`config.mk`:
```
export PLATFORM = sky130hd
export DESIGN_NAME = port_data_and_pin_function
export DESIGN_NICKNAME = d
export VERILOG_FILES = /design/src/hdl/port_pfc_pkg.sv /design/src/hdl/port_data_and_pin_function.sv /design/src/hdl/port_pin_slice.sv
export VERILOG_INCLUDE_DIRS = /design/src /design/src/hdl
export SDC_FILE = /design/constraint.sdc
export NUM_CORES = 1
export LEC_CHECK = 0
export ABC_AREA = 1
export BUFFER_PORTS_ARGS = -buffer_cell sky130_fd_sc_hd__buf_2
export CAP_MARGIN = 20
export CORE_MARGIN = 4
export CORE_UTILIZATION = 30
export CTS_CLUSTER_DIAMETER = 30
export CTS_CLUSTER_SIZE = 25
export DETAILED_ROUTE_END_ITERATION = 10
export HOLD_SLACK_MARGIN = 0.06
export PLACE_DENSITY = 0.52
export SETUP_SLACK_MARGIN = 0.3
export SLEW_MARGIN = 20
export SYNTH_ARGS = -nofsm -noshare
export SYNTH_HDL_FRONTEND = slang
export SYNTH_SLANG_ARGS = --single-unit
```
`constraint.sdc`:
```
create_clock -name mclk -period 4.31 [get_ports mclk]
set_clock_uncertainty 0.05 [all_clocks]
set_input_delay 1.293 -clock mclk [delete_from_list [all_inputs] [get_ports mclk]]
set_output_delay 1.293 -clock mclk [all_outputs]
set_load 0.01 [all_outputs]
```
`src/hdl/port_pfc_regs.svh`:
```
`ifndef PORT_PFC_REGS_SVH
`define PORT_PFC_REGS_SVH

// Byte offsets of the registers, compared against haddr[7:0].
`define OFF_PA_DATA 8'h00
`define OFF_PB_DATA 8'h04
`define OFF_PC_HIGH 8'h08
`define OFF_PC_LOW 8'h0c
`define OFF_PE_FS1 8'h10
`define OFF_PE_FS2 8'h14
`define ADDR_W 8

// Every register is a 16-bit half word in the low half of the bus word.
`define REG_W 16
`define PC_LOW_W 16

// Writable bits of the two function-select registers; the rest read as zero.
`define FS1_MASK 16'hd555
`define FS2_MASK 16'h5555

// Function-select reset values for normal boot and host-interface boot.
`define FS1_RST_NORM 16'h0000
`define FS1_RST_BOOT 16'h5555
`define FS2_RST_NORM 16'h0040
`define FS2_RST_BOOT 16'h5555

// Field positions in the function-select registers.
`define PE15_HI 15
`define PE15_LO 14
`define FS1_FIRST_PIN 8
`define FS1_SINGLE_PINS 7

// Pin positions of port E.
`define PE_SERIAL_PIN 15
`define PE_HD_BASE 9
`define PE_HD_W 7
`define PE_CS_PIN 8
`define PE_RS_PIN 7
`define PE_WR_PIN 6
`define PE_RD_PIN 5
`define PE_INT_PIN 4
`define PE_MD_PIN 3
`define PE_DREQ_PIN 2
`define PE_RDY_PIN 1
`define PE_EN_PIN 0
`define PE_W 16

// Bus constants and the data reset level.
`define HTRANS_ACTIVE_BIT 1
`define HRESP_OKAY 1'b0
`define DATA_RST_BIT 1'b0

`endif

```
`src/hdl/port_pfc_pkg.sv`:
```
package port_pfc_pkg;

  // Encoding of the two-bit function field of port E pin 15.
  typedef enum logic [1:0] {
    pe15_port = 2'b00,
    pe15_host = 2'b01,
    pe15_serial = 2'b10,
    pe15_prohibited = 2'b11
  } pe15_func_t;

  typedef logic [15:0] half_t;

endpackage : port_pfc_pkg

```
`src/hdl/port_data_and_pin_function.sv`:
```
// Contract
// - Pin 15 field: 00 port, 01 host data bit 6, 10 serial transmit; 11 prohibited.
// - Pins 14 to 9: bit 1 selects host data bits 5 to 0, 0 port.
// - Pins 8,7,6,5 at 1 route chip-select, register-select, write, read strobe inputs.
// - Pins 4,2,1 at 1 drive host interrupt, transfer request, ready outputs.
// - Pin 0 at 1 is the host enable input; 0 gives port use.
// - Pin 3 select resets to 1 (host mode input); 0 gives port use.
// - Reserved bits read 0; software writes 0 to them.
// - Port widths are A 10, B 14, C 21, D 8, E 25 pins.
// - Port A data is 16 bits, bits 9..0 are pins 25..16, rest reserved.
// - Port B data bits 13..0 map to pins 13..0; upper two reserved.
// - Port C split: high bits 4..0 pins 20..16, low holds pins 15..0.
// - General output: written data drives pin, read returns stored value.
// - General input: read returns pin state; write stored without pin effect.
// - Other function: read returns stored value, write has no pin effect.
// - Direction 1 means output, 0 input, only in general port use.
//
// The AHB-Lite register port and the register addresses are this design's own decisions.
`timescale 1ns/10ps
`include "port_pfc_regs.svh"

module port_data_and_pin_function #(
  parameter int PA_W = 10,
  parameter int PB_W = 14,
  parameter int PC_W = 21
) (
  input wire logic mclk,
  input wire logic rst,
  input wire logic host_boot,
  input wire logic hsel,
  input wire logic [31:0] haddr,
  input wire logic [1:0] htrans,
  input wire logic hwrite,
  input wire logic [2:0] hsize,
  input wire logic [31:0] hwdata,
  input wire logic hready,
  output logic hreadyout,
  output logic [31:0] hrdata,
  output logic hresp,
  input wire logic [PA_W-1:0] pa_dir,
  input wire logic [PA_W-1:0] pa_gen,
  input wire logic [PA_W-1:0] pa_pin_in,
  output logic [PA_W-1:0] pa_pin_out,
  output logic [PA_W-1:0] pa_pin_oe,
  input wire logic [PB_W-1:0] pb_dir,
  input wire logic [PB_W-1:0] pb_gen,
  input wire logic [PB_W-1:0] pb_pin_in,
  output logic [PB_W-1:0] pb_pin_out,
  output logic [PB_W-1:0] pb_pin_oe,
  input wire logic [PC_W-1:0] pc_dir,
  input wire logic [PC_W-1:0] pc_gen,
  input wire logic [PC_W-1:0] pc_pin_in,
  output logic [PC_W-1:0] pc_pin_out,
  output logic [PC_W-1:0] pc_pin_oe,
  input wire logic [15:0] pe_pin_in,
  output logic [15:0] pe_gen_sel,
  output logic [15:0] pe_fn_out,
  output logic [15:0] pe_fn_oe,
  input wire logic [6:0] host_if_data_out,
  input wire logic [6:0] host_if_data_oe,
  input wire logic host_if_interrupt,
  input wire logic host_if_transfer_request,
  input wire logic host_if_ready,
  input wire logic serial0_transmit,
  output logic [6:0] host_if_data_in,
  output logic host_if_chip_select,
  output logic host_if_reg_select,
  output logic host_if_write_strobe,
  output logic host_if_read_strobe,
  output logic host_if_enable,
  output logic host_if_mode_input
);

  // Port A and B fit one half word, port C needs a second one.
  // Wider ports would need more register words, which this map does not provide.
  if (PA_W < 1 || PA_W > `REG_W || PB_W < 1 || PB_W > `REG_W ||
      PC_W <= `PC_LOW_W || PC_W > 2 * `PC_LOW_W) begin : g_bad_width
    $error("port widths out of range");
  end

  // Data, selects, bus answer and pin routing share one register, so every output is a flip-flop.
  typedef struct packed {
    // Stored port data and function selects.
    logic [PA_W-1:0] pa;
    logic [PB_W-1:0] pb;
    logic [PC_W-1:0] pc;
    logic [15:0] fs1;
    logic [15:0] fs2;
    // Bus side: pending write and the answer of the current data phase.
    logic wr_pend;
    logic [`ADDR_W-1:0] addr;
    logic [31:0] rdata;
    logic ready;
    logic resp;
    // Pin side: registered drive enables and port E routing.
    logic [PA_W-1:0] pa_oe;
    logic [PB_W-1:0] pb_oe;
    logic [PC_W-1:0] pc_oe;
    logic [15:0] pe_gen;
    logic [15:0] pe_out;
    logic [15:0] pe_oe;
    // Host-interface inputs as taken from the pins.
    logic [6:0] hd_in;
    logic cs;
    logic rs;
    logic wr;
    logic rd;
    logic en;
    logic md;
  } state_t;

  state_t st_reg;
  state_t st_next;
  logic [PA_W-1:0] pa_oe_c, pa_mask, pa_live;
  logic [PB_W-1:0] pb_oe_c, pb_mask, pb_live;
  logic [PC_W-1:0] pc_oe_c, pc_mask, pc_live;

  // Read source per bit: live pin where masked, stored register elsewhere.
  // The pin level is the one sampled at the address edge, not in the data phase.
  function automatic logic [31:0] merge(input logic [31:0] data, input logic [31:0] mask,
                                        input logic [31:0] live);
    merge = (data & ~mask) | (live & mask);
  endfunction : merge

  // One bit per port E pin that is handed to the host interface.
  // Pin 15 has a two-bit field; every other pin has one bit at an even position.
  function automatic port_pfc_pkg::half_t host_sel(input port_pfc_pkg::half_t fs1,
                                                   input port_pfc_pkg::half_t fs2);
    port_pfc_pkg::half_t h;
    h = '0;
    h[`PE15_HI] = (port_pfc_pkg::pe15_func_t'(fs1[`PE15_HI:`PE15_LO]) ==
                   port_pfc_pkg::pe15_host);
    for (int i = 0; i < `FS1_SINGLE_PINS; i++) begin
      h[`FS1_FIRST_PIN + i] = fs1[2 * i];
    end
    for (int i = 0; i < `FS1_FIRST_PIN; i++) begin
      h[i] = fs2[2 * i];
    end
    host_sel = h;
  endfunction : host_sel

  // Each general port gets the same direction and read-source decode.
  port_pin_slice #(.W(PA_W)) u_slice_a (
    .dir(pa_dir),
    .gen(pa_gen),
    .pin_in(pa_pin_in),
    .oe(pa_oe_c),
    .live_mask(pa_mask),
    .live(pa_live)
  );
  port_pin_slice #(.W(PB_W)) u_slice_b (
    .dir(pb_dir),
    .gen(pb_gen),
    .pin_in(pb_pin_in),
    .oe(pb_oe_c),
    .live_mask(pb_mask),
    .live(pb_live)
  );
  port_pin_slice #(.W(PC_W)) u_slice_c (
    .dir(pc_dir),
    .gen(pc_gen),
    .pin_in(pc_pin_in),
    .oe(pc_oe_c),
    .live_mask(pc_mask),
    .live(pc_live)
  );

  // Next state: bus write, bus read capture, pin routing, and synchronous reset.
  always_comb begin
    port_pfc_pkg::half_t h;
    port_pfc_pkg::half_t wd;
    logic serial;
    logic accept;
    logic [31:0] pcv;
    h = '0;
    wd = '0;
    serial = 1'b0;
    accept = 1'b0;
    pcv = '0;
    st_next = st_reg;
    // Data phase of a write; reserved bits are dropped so they read back as zero.
    wd = hwdata[`REG_W-1:0];
    if (st_reg.wr_pend) begin
      case (st_reg.addr)
        `OFF_PA_DATA: st_next.pa = wd[PA_W-1:0];
        `OFF_PB_DATA: st_next.pb = wd[PB_W-1:0];
        `OFF_PC_HIGH: st_next.pc[PC_W-1:`PC_LOW_W] = wd[PC_W-`PC_LOW_W-1:0];
        `OFF_PC_LOW: st_next.pc[`PC_LOW_W-1:0] = wd;
        `OFF_PE_FS1: begin
          st_next.fs1 = wd & `FS1_MASK;
          // The prohibited code never reaches the mux; the old pin 15 field stays.
          if (port_pfc_pkg::pe15_func_t'(wd[`PE15_HI:`PE15_LO]) ==
              port_pfc_pkg::pe15_prohibited) begin
            st_next.fs1[`PE15_HI:`PE15_LO] = st_reg.fs1[`PE15_HI:`PE15_LO];
          end
        end
        `OFF_PE_FS2: st_next.fs2 = wd & `FS2_MASK;
        default: st_next.fs2 = st_reg.fs2;
      endcase
    end
    // Address phase; reads see a write finishing in this same cycle.
    // The slave never inserts wait states, so a transfer is taken on its first address edge.
    accept = hsel & hready & htrans[`HTRANS_ACTIVE_BIT];
    st_next.wr_pend = accept & hwrite;
    st_next.addr = haddr[`ADDR_W-1:0];
    // Read data stands for the data phase only and reads zero otherwise.
    st_next.rdata = '0;
    if (accept && !hwrite) begin
      pcv = merge(32'(st_next.pc), 32'(pc_mask), 32'(pc_live));
      case (haddr[`ADDR_W-1:0])
        `OFF_PA_DATA: st_next.rdata = merge(32'(st_next.pa), 32'(pa_mask), 32'(pa_live));
        `OFF_PB_DATA: st_next.rdata = merge(32'(st_next.pb), 32'(pb_mask), 32'(pb_live));
        `OFF_PC_HIGH: st_next.rdata = 32'(pcv[PC_W-1:`PC_LOW_W]);
        `OFF_PC_LOW: st_next.rdata = 32'(pcv[`PC_LOW_W-1:0]);
        `OFF_PE_FS1: st_next.rdata = 32'(st_next.fs1);
        `OFF_PE_FS2: st_next.rdata = 32'(st_next.fs2);
        default: st_next.rdata = '0;
      endcase
    end
    // Zero wait states and an OKAY answer on every transfer.
    st_next.ready = 1'b1;
    st_next.resp = `HRESP_OKAY;
    // Output enables follow the direction bits one cycle later.
    st_next.pa_oe = pa_oe_c;
    st_next.pb_oe = pb_oe_c;
    st_next.pc_oe = pc_oe_c;
    // Port E routing comes from the stored selects.
    // A select write therefore shows on the pins one clock after it is stored.
    h = host_sel(st_reg.fs1, st_reg.fs2);
    serial = (port_pfc_pkg::pe15_func_t'(st_reg.fs1[`PE15_HI:`PE15_LO]) ==
              port_pfc_pkg::pe15_serial);
    st_next.pe_gen = ~h;
    st_next.pe_gen[`PE_SERIAL_PIN] = ~h[`PE_SERIAL_PIN] & ~serial;
    st_next.pe_out = '0;
    st_next.pe_oe = '0;
    // Host data pins drive only where the host unit enables them; pin 15 is bit 6.
    for (int i = 0; i < `PE_HD_W; i++) begin
      st_next.pe_out[`PE_HD_BASE + i] = h[`PE_HD_BASE + i] & host_if_data_out[i];
      st_next.pe_oe[`PE_HD_BASE + i] = h[`PE_HD_BASE + i] & host_if_data_oe[i];
      st_next.hd_in[i] = h[`PE_HD_BASE + i] & pe_pin_in[`PE_HD_BASE + i];
    end
    // The serial transmit line always drives once pin 15 is handed to it.
    if (serial) begin
      st_next.pe_out[`PE_SERIAL_PIN] = serial0_transmit;
      st_next.pe_oe[`PE_SERIAL_PIN] = 1'b1;
    end
    st_next.pe_out[`PE_INT_PIN] = h[`PE_INT_PIN] & host_if_interrupt;
    st_next.pe_out[`PE_DREQ_PIN] = h[`PE_DREQ_PIN] & host_if_transfer_request;
    st_next.pe_out[`PE_RDY_PIN] = h[`PE_RDY_PIN] & host_if_ready;
    st_next.pe_oe[`PE_INT_PIN] = h[`PE_INT_PIN];
    st_next.pe_oe[`PE_DREQ_PIN] = h[`PE_DREQ_PIN];
    st_next.pe_oe[`PE_RDY_PIN] = h[`PE_RDY_PIN];
    // Deselected host inputs read low so the host unit sees no stray strobe.
    st_next.cs = h[`PE_CS_PIN] & pe_pin_in[`PE_CS_PIN];
    st_next.rs = h[`PE_RS_PIN] & pe_pin_in[`PE_RS_PIN];
    st_next.wr = h[`PE_WR_PIN] & pe_pin_in[`PE_WR_PIN];
    st_next.rd = h[`PE_RD_PIN] & pe_pin_in[`PE_RD_PIN];
    st_next.en = h[`PE_EN_PIN] & pe_pin_in[`PE_EN_PIN];
    st_next.md = h[`PE_MD_PIN] & pe_pin_in[`PE_MD_PIN];
    // The boot strap is sampled on the clock while reset is held.
    // Reset is applied last so that it wins over a write ending in the same cycle.
    if (rst) begin
      st_next = '0;
      st_next.pa = {PA_W{`DATA_RST_BIT}};
      st_next.pb = {PB_W{`DATA_RST_BIT}};
      st_next.pc = {PC_W{`DATA_RST_BIT}};
      st_next.fs1 = host_boot ? `FS1_RST_BOOT : `FS1_RST_NORM;
      st_next.fs2 = host_boot ? `FS2_RST_BOOT : `FS2_RST_NORM;
      st_next.pe_gen = '1;
      st_next.resp = `HRESP_OKAY;
      st_next.ready = 1'b1;
    end
  end

  // The whole block state is one register.
  // Reset is synchronous and already folded into the next state.
  always_ff @(posedge mclk) begin
    st_reg <= st_next;
  end

  // Every output is a field of the state register.
  assign hreadyout = st_reg.ready;
  assign hrdata = st_reg.rdata;
  assign hresp = st_reg.resp;

  // Port data drives; the enables decide whether a pin sees them.
  assign pa_pin_out = st_reg.pa;
  assign pa_pin_oe = st_reg.pa_oe;
  assign pb_pin_out = st_reg.pb;
  assign pb_pin_oe = st_reg.pb_oe;
  assign pc_pin_out = st_reg.pc;
  assign pc_pin_oe = st_reg.pc_oe;

  // Port E routing toward the pins and the external port E data logic.
  assign pe_gen_sel = st_reg.pe_gen;
  assign pe_fn_out = st_reg.pe_out;
  assign pe_fn_oe = st_reg.pe_oe;

  // Host-interface inputs, held low while their pins are in port use.
  assign host_if_data_in = st_reg.hd_in;
  assign host_if_chip_select = st_reg.cs;
  assign host_if_reg_select = st_reg.rs;
  assign host_if_write_strobe = st_reg.wr;
  assign host_if_read_strobe = st_reg.rd;
  assign host_if_enable = st_reg.en;
  assign host_if_mode_input = st_reg.md;

endmodule : port_data_and_pin_function

```
`src/hdl/port_pin_slice.sv`:
```
`timescale 1ns/10ps

// Direction and read-source decode for one general-purpose port.
module port_pin_slice #(
  parameter int W = 8
) (
  input wire logic [W-1:0] dir,
  input wire logic [W-1:0] gen,
  input wire logic [W-1:0] pin_in,
  output logic [W-1:0] oe,
  output logic [W-1:0] live_mask,
  output logic [W-1:0] live
);

  // Only a pin in general port use obeys its direction bit.
  assign oe = gen & dir;
  // A general input returns its pin; outputs and other functions return the register.
  assign live_mask = gen & ~dir;
  assign live = pin_in & live_mask;

endmodule : port_pin_slice
```
# Yosys cells after proc, flatten, opt, wreduce, memory -nomap -nowiden

Cells that the tools add are included.

Input port bits: 244
Memories kept: 0
Bits in latches: 0
RAM bits: 0
Flip-flop bits (word level): 226
Bits in read-only memories: 0
Output and inout port bits: 185

Add/sub/neg operators: 0
$mul: 0
Shift operators: 0
Bitwise operators: 62
$lt $le $gt $ge: 0
Reductions and logical operators: 5
Divide/modulo/power cells: 0
Eq/ne operators: 13
Mux-type cells: 15

Operators with widths:

| kind                 | number |
|---|---|
| $pmux W32 S6         | 1 |
| $mux W181            | 1 |
| $and A21 B21 Y21     | 5 |
| $mux W77             | 1 |
| $and A14 B14 Y14     | 4 |
| $mux W16             | 3 |
| $not A21 Y21         | 2 |
| $and A10 B10 Y10     | 4 |
| $and A1 B1 Y1        | 34 |
| $and A10 B32 Y32     | 1 |
| $and A14 B32 Y32     | 1 |
| $eq A8 B4 Y1 const B | 4 |
| $eq A8 B5 Y1 const B | 4 |
| $mux W32             | 1 |
| $not A10 Y32         | 1 |
| $not A14 Y32         | 1 |
| $or A32 B10 Y32      | 1 |
| $or A32 B14 Y32      | 1 |
| $mux W15             | 2 |
| $or A21 B21 Y21      | 1 |
| $eq A8 B3 Y1 const B | 2 |
| $logic_not A8 Y1     | 2 |
| $not A15 Y15         | 1 |
| $mux W14             | 1 |
| 12 further kinds     | 16 |

# Logic depth before layout (Yosys ltp)

Gate-level depths: netlist of run 1.

Depth in word-level cells: 9
Gate-level depth with buffers: 12
Mapped depth without buffers: 11

# By module

A second synthesis of run 1 with hierarchy kept.

Cells, all modules: 1563
Area, all modules: 10486.3 um^2

Modules (own cells, without submodules):

| module                     | instances | cells each | area an instance (um^2) |
|---|---|---|---|
| port_data_and_pin_function | 1         | 1248       | 9078.7 |
| port_pin_slice (u_slice_c) | 1         | 147        | 656.9 |
| port_pin_slice (u_slice_b) | 1         | 98         | 437.9 |
| port_pin_slice (u_slice_a) | 1         | 70         | 312.8 |

# Worst setup path before layout of run 1

Ideal clock, no wire load.

Kind: input-to-reg
From: input haddr[7]
To: register st_reg, in the netlist hrdata[7]
Data required time: 4.195 ns
Path slack: 1.965 ns
Data arrival time: 2.229 ns
Stages on the path: 10
Path through: nor2_2 nand4_2 nor2_2 buf_4 nand3_1 nand2_1 inv_1 nand2_1 nor2_1 nor2_1

Word-level cells in the longest chain between the ends: 2
Elaborated cells between the ends (all ways): 7
Classes of those cells: 5 x eq/ne; 1 x mux; 1 x reduce/logical

RTL lines:

| item                                 | line                              | RTL |
|---|---|---|
| from (decl)                          | port_data_and_pin_function.sv:31  | `input wire logic [31:0] haddr,` |
| $eq A8 B5 Y1 (tied with other cells) | port_data_and_pin_function.sv:210 | `` case (haddr[`ADDR_W-1:0]) `` |
| $pmux W32 S6 *                       | port_data_and_pin_function.sv:210 |  |
| to (signal assigned)                 | port_data_and_pin_function.sv:278 | `st_reg <= st_next;` |
| to (decl)                            | port_data_and_pin_function.sv:112 | `state_t st_reg;` |

Mark *: on every way between the ends. The rest lies on a longest branch, timed or not.
A chain may end at the register's enable or synchronous reset.

# Worst setup path after layout of run 1

From: input rst
To: register st_reg, in the netlist hrdata[5]

Word-level cells in the longest chain between the ends: 1

RTL lines:

| item                              | line                             | RTL |
|---|---|---|
| from (decl)                       | port_data_and_pin_function.sv:28 | `input wire logic rst,` |
| $reduce_or A2 Y1 (no source line) | --                               |  |

No other way between the ends.

==> metrics.md, run 1 <==
| Metric | Value |
|---|---|
| Status | `finished, final reports clean` |
| Area share of the largest cell type after synthesis | `42.1%` |
| DRC viols | `0` |
| Hold Fails Final Rpt | `0` |
| Post-route setup TNS | `0 ps` |
| Post-Route WL | `29400 um` |
| Required time worst endpoint | `between 4000 and 5000 ps` |
| P_int | `2890 uW` |
| Power per Cell Area | `~360 nW/um2` |
| RSZ-0062 raised after global routing | `no` |
| Met2 Use GR | `28.6%` |
| Initial Utilization | `between 30% and 40%` |
| Die height | `around 180 um` |
| # hold bufs at CTS | `0` |
| Setup ws final | `1360 ps` |
| DR vias/cell | `approximately 4.3` |
| GRT Residual Overflow | `0` |
| Vias | `about 8000` |
| Net count, final | `between 1500 and 2000` |
| Critical path peak fanout | `54` |
| Crit share post-route | `approximately 68%` |
| H-tree depth | `4` |
| Worst slew pin tran | `approximately 840 ps` |
| Synth Register Bits | `about 200` |
| Sequential power share | `48.5%` |
| Clk Latency, worst-skew pair | `approximately 440 ps` |
| Switching pwr | `around 1000 uW` |
| Drt first pass iters | `5` |
| Ranking of synthesized cells by area | `dfxtp_1 (42%), buf_4 (15%), nand2_1 (13%)` |
| Max-cap violations | `0` |
| DRT iter0 DRCs | `roughly 310` |
| Placed inst area | `between 10000 and 15000 um2` |
| Design Area, Final | `roughly 11000 um2` |
| Cell count after synthesis | `between 1000 and 1500` |
| Post-CTS Resized | `0` |
| CTS sink cnt | `196` |
| Hold Path Class | `reg -> reg` |
| VDD IR max | `0.000241 V` |
| Vias in the first global route | `roughly 7800` |
| Synth cell types | `31` |
| Final setup fails | `0` |
| Die area | `approximately 34000 um2` |
| Gr busiest metal | `met2` |
| Element type at the critical path start | `input pin` |
| FF-to-FF setup slack | `1890 ps` |
| Critical Path Source | `rst` |
| Avg Cell Area, Syn | `just over 7 um2` |
| Mapped Area | `around 9300 um2` |
| CP Data Arrival Time | `3260 ps` |
| Largest net degree at the start of global routing | `between 50 and 60` |
| DP HPWL | `22300 um` |
| Die W | `around 180 um` |
| Initial antenna violation count | `1` |
| Max reg flops | `between 40 and 50` |
| Post-CTS setup buffers | `0` |
| Min Tclk post-route | `just under 3000 ps` |
| Setup crit end kind | `register` |
| CTS buffer count | `17` |
| Global-route track usage on met1 | `between 20% and 30%` |
| Global-route wire length before repair | `around 44000 um` |
| # rows | `64` |
| Area growth syn-to-layout | `15.5%` |
| Clk pwr share | `around two fifths` |
| Power share of the combinational group | `around a tenth` |
| Worst hold start | `st_reg[149]` |
| Switching Share | `between 20% and 30%` |
| # IOs | `~430` |
| LEAKAGE | `approximately 0.0059 uW` |
| Reg2Reg Launch Point | `st_reg[141]` |
| Worst slack, placed | `around 830 ps` |
| Port bufs | `roughly 350` |
| CTS clk-pin slew, worst paths | `about 70 ps` |
| Layout cells sized above 1 | `approximately 28%` |
| Final Max Slew Viols | `0` |
| Max frequency | `approximately 340 MHz` |
| WL/cell | `around 15 um` |
| Total power | `~4000 uW` |
| Gr usage total | `about 17%` |
| Met3 usage | `under 10%` |
| Finished Layout Cells | `approximately 1900` |
| Placed Cells | `around 1900` |
| CTS root buffer | `clkbuf_16` |
| RePlAce Congestion | `about 0.81` |
| Synth area leader | `dfxtp_1` |
| CP Class | `in -> reg` |
| CTS tree | `yes` |
| Core area | `slightly above 30000 um2` |
| Post-synthesis sequential area ratio | `42.1%` |
| YS warnings | `0` |
| Routed Antenna Nets | `0` |
| CTS max path bufs | `2` |
| Headroom to the max-slew limit | `between 40% and 50%` |
| Ant. Diodes | `0` |
path summary, 6_finish.rpt:
| path | endpoint | cells after the start |
|---|---|---|
| min reg2reg | pe_gen_sel[0] | 1 |
| max reg2reg | hrdata[6] | 10 |
| min | pe_gen_sel[0] | 1 |
| max | hrdata[5] | 7 |
cell usage after synthesis (all sizes together):
cell and number:
a21oi 36, buf 197, clkbuf 21, clkinv 2, conb 2, dfxtp 196
ha 2, inv 126, nand2 324, nand3 133, nand3b 7, nand4 2
nor2 249, nor3 4, o211ai 1, o21ai 18, or2 5
power groups by stage:
stage | Combinational, uW | Sequential (uW) | Clock (uW)
6_report | 374 | 1900 | 1640
5_1_grt | 422 | 1900 | 1760
4_1_cts | 379 | 1900 | 1700
3_5_place_dp | 378 | 1940 | 0
3_3_place_gp | 374 | 1940 | 0
2_1_floorplan | 255 | 1930 | 0
cells by family (layout without fill, tap and decap cells):
kind of cell | Yosys count | count (layout) | share of synthesized area [%]
adders and majority gates | 2 | 2 | 0.268
and+or+nand+nor | 724 | 724 | 32.5
AOI/OAI and AO/OA | 55 | 55 | 3.30
buffers and inverters | 346 | 516 | 21.8
other | 2 | 30 | 0.0806
DFF | 196 | 196 | 42.1
stage by stage:
| step | util, % | hold WS (ps) |
|---|---|---|
| 2_1_floorplan | - | 330 |
| 3_3_place_gp | 33.3 | 346 |
| 3_5_place_dp | 33.3 | 352 |
| 4_1_cts | 35.2 | 369 |
| 5_1_grt | 35.2 | 392 |
| 6_report | 35.2 | 362 |
cells in the final DEF, fill, tap and decap left out, types with 7 or more instances in the layout:
cell       instances
inv_1            123
clkbuf_16         17
nand3_1          129
dfxtp_1          196
a21oi_1           35
nor2_1           241
o21ai_2            7
nand3b_1           7
conb_1            30
buf_2            350
nand2_1          318
o21ai_0            8
layout make-up:
| type | instances | area [um2] |
|---|---|---|
| clock inverters | 14 | 151 |
| inverters | 128 | 480 |
| clock buffers | 18 | 439 |
| fillers | 3403 | 19800 |
| flip-flops and latches | 196 | 3920 |
| well taps | 396 | 495 |
| repair buffers | 356 | 1800 |
| multi-input cells | 811 | 3480 |
worst max-delay path, stage by stage:
cell and delay, ps:
buf_6 220, inv_1 100, buf_4 320, nand3_1 150
a21oi_2 410, inv_1 500, nor2_1 230
per-layer routing:
| layer | vias up | part of all wire, % |
|---|---|---|
| met5 | - | 0.044 |
| met4 | 2 | 1.0 |
| met3 | 18 | 7.7 |
| met2 | 281 | 47 |
| met1 | 3666 | 44 |
| li1 | 4218 | - |
No activity file was read; power rests on OpenSTA's default activity.
==> run 2: changes to the inputs <==
--- a/config.mk
+++ b/config.mk
@@ -6,7 +6,7 @@
 export SDC_FILE = /design/constraint.sdc
 export NUM_CORES = 1
 export LEC_CHECK = 0
-export ABC_AREA = 1
+export ABC_AREA = 0
 export BUFFER_PORTS_ARGS = -buffer_cell sky130_fd_sc_hd__buf_2
 export CAP_MARGIN = 20
 export CORE_MARGIN = 4
@@ -15,7 +15,7 @@
 export CTS_CLUSTER_SIZE = 25
 export DETAILED_ROUTE_END_ITERATION = 10
 export HOLD_SLACK_MARGIN = 0.06
-export PLACE_DENSITY = 0.52
+export PLACE_DENSITY = 0.53
 export SETUP_SLACK_MARGIN = 0.3
 export SLEW_MARGIN = 20
 export SYNTH_ARGS = -nofsm -noshare
==> constraint.sdc (replaced) <==
create_clock -name mclk -period 2.9 [get_ports mclk]
set_clock_uncertainty 0.05 [all_clocks]
set_input_delay 0.87 -clock mclk [delete_from_list [all_inputs] [get_ports mclk]]
set_output_delay 0.87 -clock mclk [all_outputs]
set_load 0.01 [all_outputs]
==> metrics.md, run 2 <==
| Metric | Value |
|---|---|
| GRT Residual Overflow | `0 (unchanged)` |
| Hold Fails Final Rpt | `0 (unchanged)` |
| Element type at the critical path start | `input pin` |
| Hold Path Class | `reg -> reg` |
| Die height | `181 um (-2.0%)` |
| Commonest non-fill, non-tap cell in the layout | `buf_2` |
| CTS buffer count | `17 (unchanged)` |
| Net count, final | `1440 (-18%)` |
| # rows | `62 (-3.1%)` |
| Die W | `181 um (-2.0%)` |
| Critical path peak fanout | `4 (-93%)` |
| Cell count after synthesis | `973 (-27%)` |
| Final Hold Slack | `349 ps (-13.1 ps)` |
| Min Tclk post-route | `roughly 2500 ps` |
| DR vias/cell | `4.64 (+8.8%)` |
| CTS max path bufs | `2 (unchanged)` |
| # IOs | `429 (unchanged)` |
| Finished Layout Cells | `1592 (-17%)` |
| Max frequency | `a little under 400 MHz` |
| Mapped Area | `8930 um2 (-4.2%)` |
| Final Max Slew Viols | `0 (unchanged)` |
| Most frequent cell after synthesis | `dfxtp_1` |
| Post-Route WL | `30600 um (+3.8%)` |
| Gr usage total | `18.1% (+1.3 points)` |
| Area share of the largest cell type after synthesis | `43.9% (+1.9 points)` |
| Routed Antenna Nets | `0 (unchanged)` |
| CTS sink cnt | `196 (unchanged)` |
| CP top delay family | `simple AND/OR/NAND/NOR gates` |
| Die area | `32600 um2 (-4.0%)` |
| Critical path, cell by cell | `buf_2 > or4_4 > or4b_1 > a2111oi_2 > a21oi_1 > a31oi_1` |
| Post-synth EDFFs | `0 (unchanged)` |
| Vias | `7385 (-9.8%)` |
| Required time worst endpoint | `3210 ps (-1410 ps)` |
| Vias in the first global route | `7162 (-7.6%)` |
| Core area | `29000 um2 (-5.2%)` |
| Post-CTS setup buffers | `0 (unchanged)` |
| CP Class | `in -> reg` |
| Worst slack, placed | `-293 ps (-1120 ps)` |
| VDD IR max | `0.000386 V (+60%)` |
| Crit share post-route | `between 80 and 90%` |
| H-tree depth | `4 (unchanged)` |
| DRT iter0 DRCs | `360 (+15%)` |
| YS warnings | `0 (unchanged)` |
| Area growth syn-to-layout | `20.8%` |
| Worst hold start | `st_reg[161]` |
| Headroom to the max-slew limit | `61.9% (+18 points)` |
| Drt first pass iters | `5 (unchanged)` |
| Setup crit end kind | `register` |
| # fillers | `3059 (-10%)` |
| WP buf/inv | `1 (-3)` |
| Initial Utilization | `30.8% (+0.30 points)` |
| Setup ws final | `368 ps (-996 ps)` |
| Post-synthesis sequential area ratio | `43.9% (+1.9 points)` |
| DRC viols | `0 (unchanged)` |
| Finished Core Util | `37.2% (+2.0 points)` |
| Max-cap violations | `0 (unchanged)` |
| LEAKAGE | `0.00528 uW (-11%)` |
| Top cells by instance count after synthesis | `dfxtp_1 (196), buf_4 (180), nor2_1 (84)` |
| WL/cell | `19.2 um (+25%)` |
| Clk Latency, worst-skew pair | `430 ps (about the same)` |
| Slowest CP cell | `or4b_1` |
| CTS clk-pin slew, worst paths | `70 ps (about the same)` |
| CP Data Arrival Time | `2840 ps (-420 ps)` |
| Global-route wire length before repair | `45000 um (+3.1%)` |
| Synth cell types | `65 (+110%)` |
| Ranking of synthesized cells by area | `dfxtp_1 (44%), buf_4 (15%), mux2i_1 (5.2%)` |
| CTS root buffer | `clkbuf_16` |
| RSZ-0062 raised after global routing | `yes` |
| Worst path max stage delay | `620 ps (+120 ps)` |
| Power per Cell Area | `556 nW/um2 (+53%)` |
| Port bufs | `351 (unchanged)` |
| Ys async rst share | `0% (unchanged)` |
| Layout cells sized above 1 | `36.7% (+8.9 points)` |
| Critical Path Source | `haddr[1]` |
| CTS tree | `yes` |
| RePlAce Congestion | `0.816 (+0.52%)` |
| Worst slew pin tran | `565 ps (-273 ps)` |
| Top FF cell, synth | `dfxtp_1` |
| Max reg flops | `41 (unchanged)` |
| Avg Cell Area, Syn | `9.18 um2 (+30%)` |
| Largest net degree at the start of global routing | `48 (-13%)` |
| DP HPWL | `24300 um (+8.7%)` |
| Status | `finished, final reports clean` |
| Reg2Reg Launch Point | `st_reg[143]` |
| Initial antenna violation count | `5 (+4)` |
| Synth Register Bits | `196 (unchanged)` |
| Final setup fails | `0 (unchanged)` |
| Synth area leader | `dfxtp_1` |
| Commonest cells after routing, fill and taps aside | `buf_2 (351), dfxtp_1 (196), nor2_1 (84), and3_1 (67), mux2i_1 (46)` |
| Placed Cells | `1559 (-17%)` |
## run 2: area by class of cell
class	instances	area (um2)	share of cell area, %
flip-flops and latches	196	3920	36.4
multi-input cells	557	3530	32.7
repair buffers	397	2130	19.7
well taps	384	480	4.45
clock buffers	22	454	4.21
clock inverters	9	176	1.63
inverters	25	93.8	0.870
diodes	2	5.00	0.0464
## run 2: path summary, 6_finish.rpt
kind	slack (ps)	cells after the start	to
worst max-delay path	370	6	hrdata[6]
worst min-delay path	350	1	pe_gen_sel[6]
worst max register to register	450	7	hrdata[12]
worst min register to register	350	1	pe_gen_sel[6]
## run 2: cell families after synthesis
group / share of synthesized area (%)
compound gates: 11.4
fa+ha+maj: 0.280
buf+inv: 18.2
flops: 43.9
mux: 5.28
other cells: 0.0841
simple gates: 20.8
## run 2: timing repair
action	in CTS	in global routing
hold buffers	0	0
pin swaps	0	0
endpoints found under the setup margin	3	10
gates resized for setup	3	7
## run 2: per-layer routing
| metal | track usage, % | wire length [um] | vias up |
|---|---|---|---|
| met1 | 23.7 | 13400 | 3457 |
| met3 | 5.35 | 2500 | 26 |
| li1 | - | - | 3583 |
| met4 | 4.87 | 425 | 6 |
| met5 | 0 | 42 | - |
| met2 | 29.3 | 14200 | 313 |
## run 2: where the power goes
part	internal (uW)	total (uW)	switching (uW)
sequential	2780	2820	32.3
combinational	251	583	332
clock	1550	2600	1050
total	4590	6000	1420
## run 2: worst reg2reg max path: stages (launching register included)
cell	delay, ps
dfxtp_1	340
or4b_4	540
buf_4	210
or3_1	370
buf_4	200
mux2i_1	200
o22ai_1	100
o311a_1	330
## run 2: per-stage QoR
stage	cell area (um2)	total power (uW)	setup TNS, ps
floorplan	9030	3240	0
global placement	10100	3450	-437
detailed placement	10100	3460	-533
CTS	10800	6070	0
global route	10800	6270	0
finish	10800	6000	0
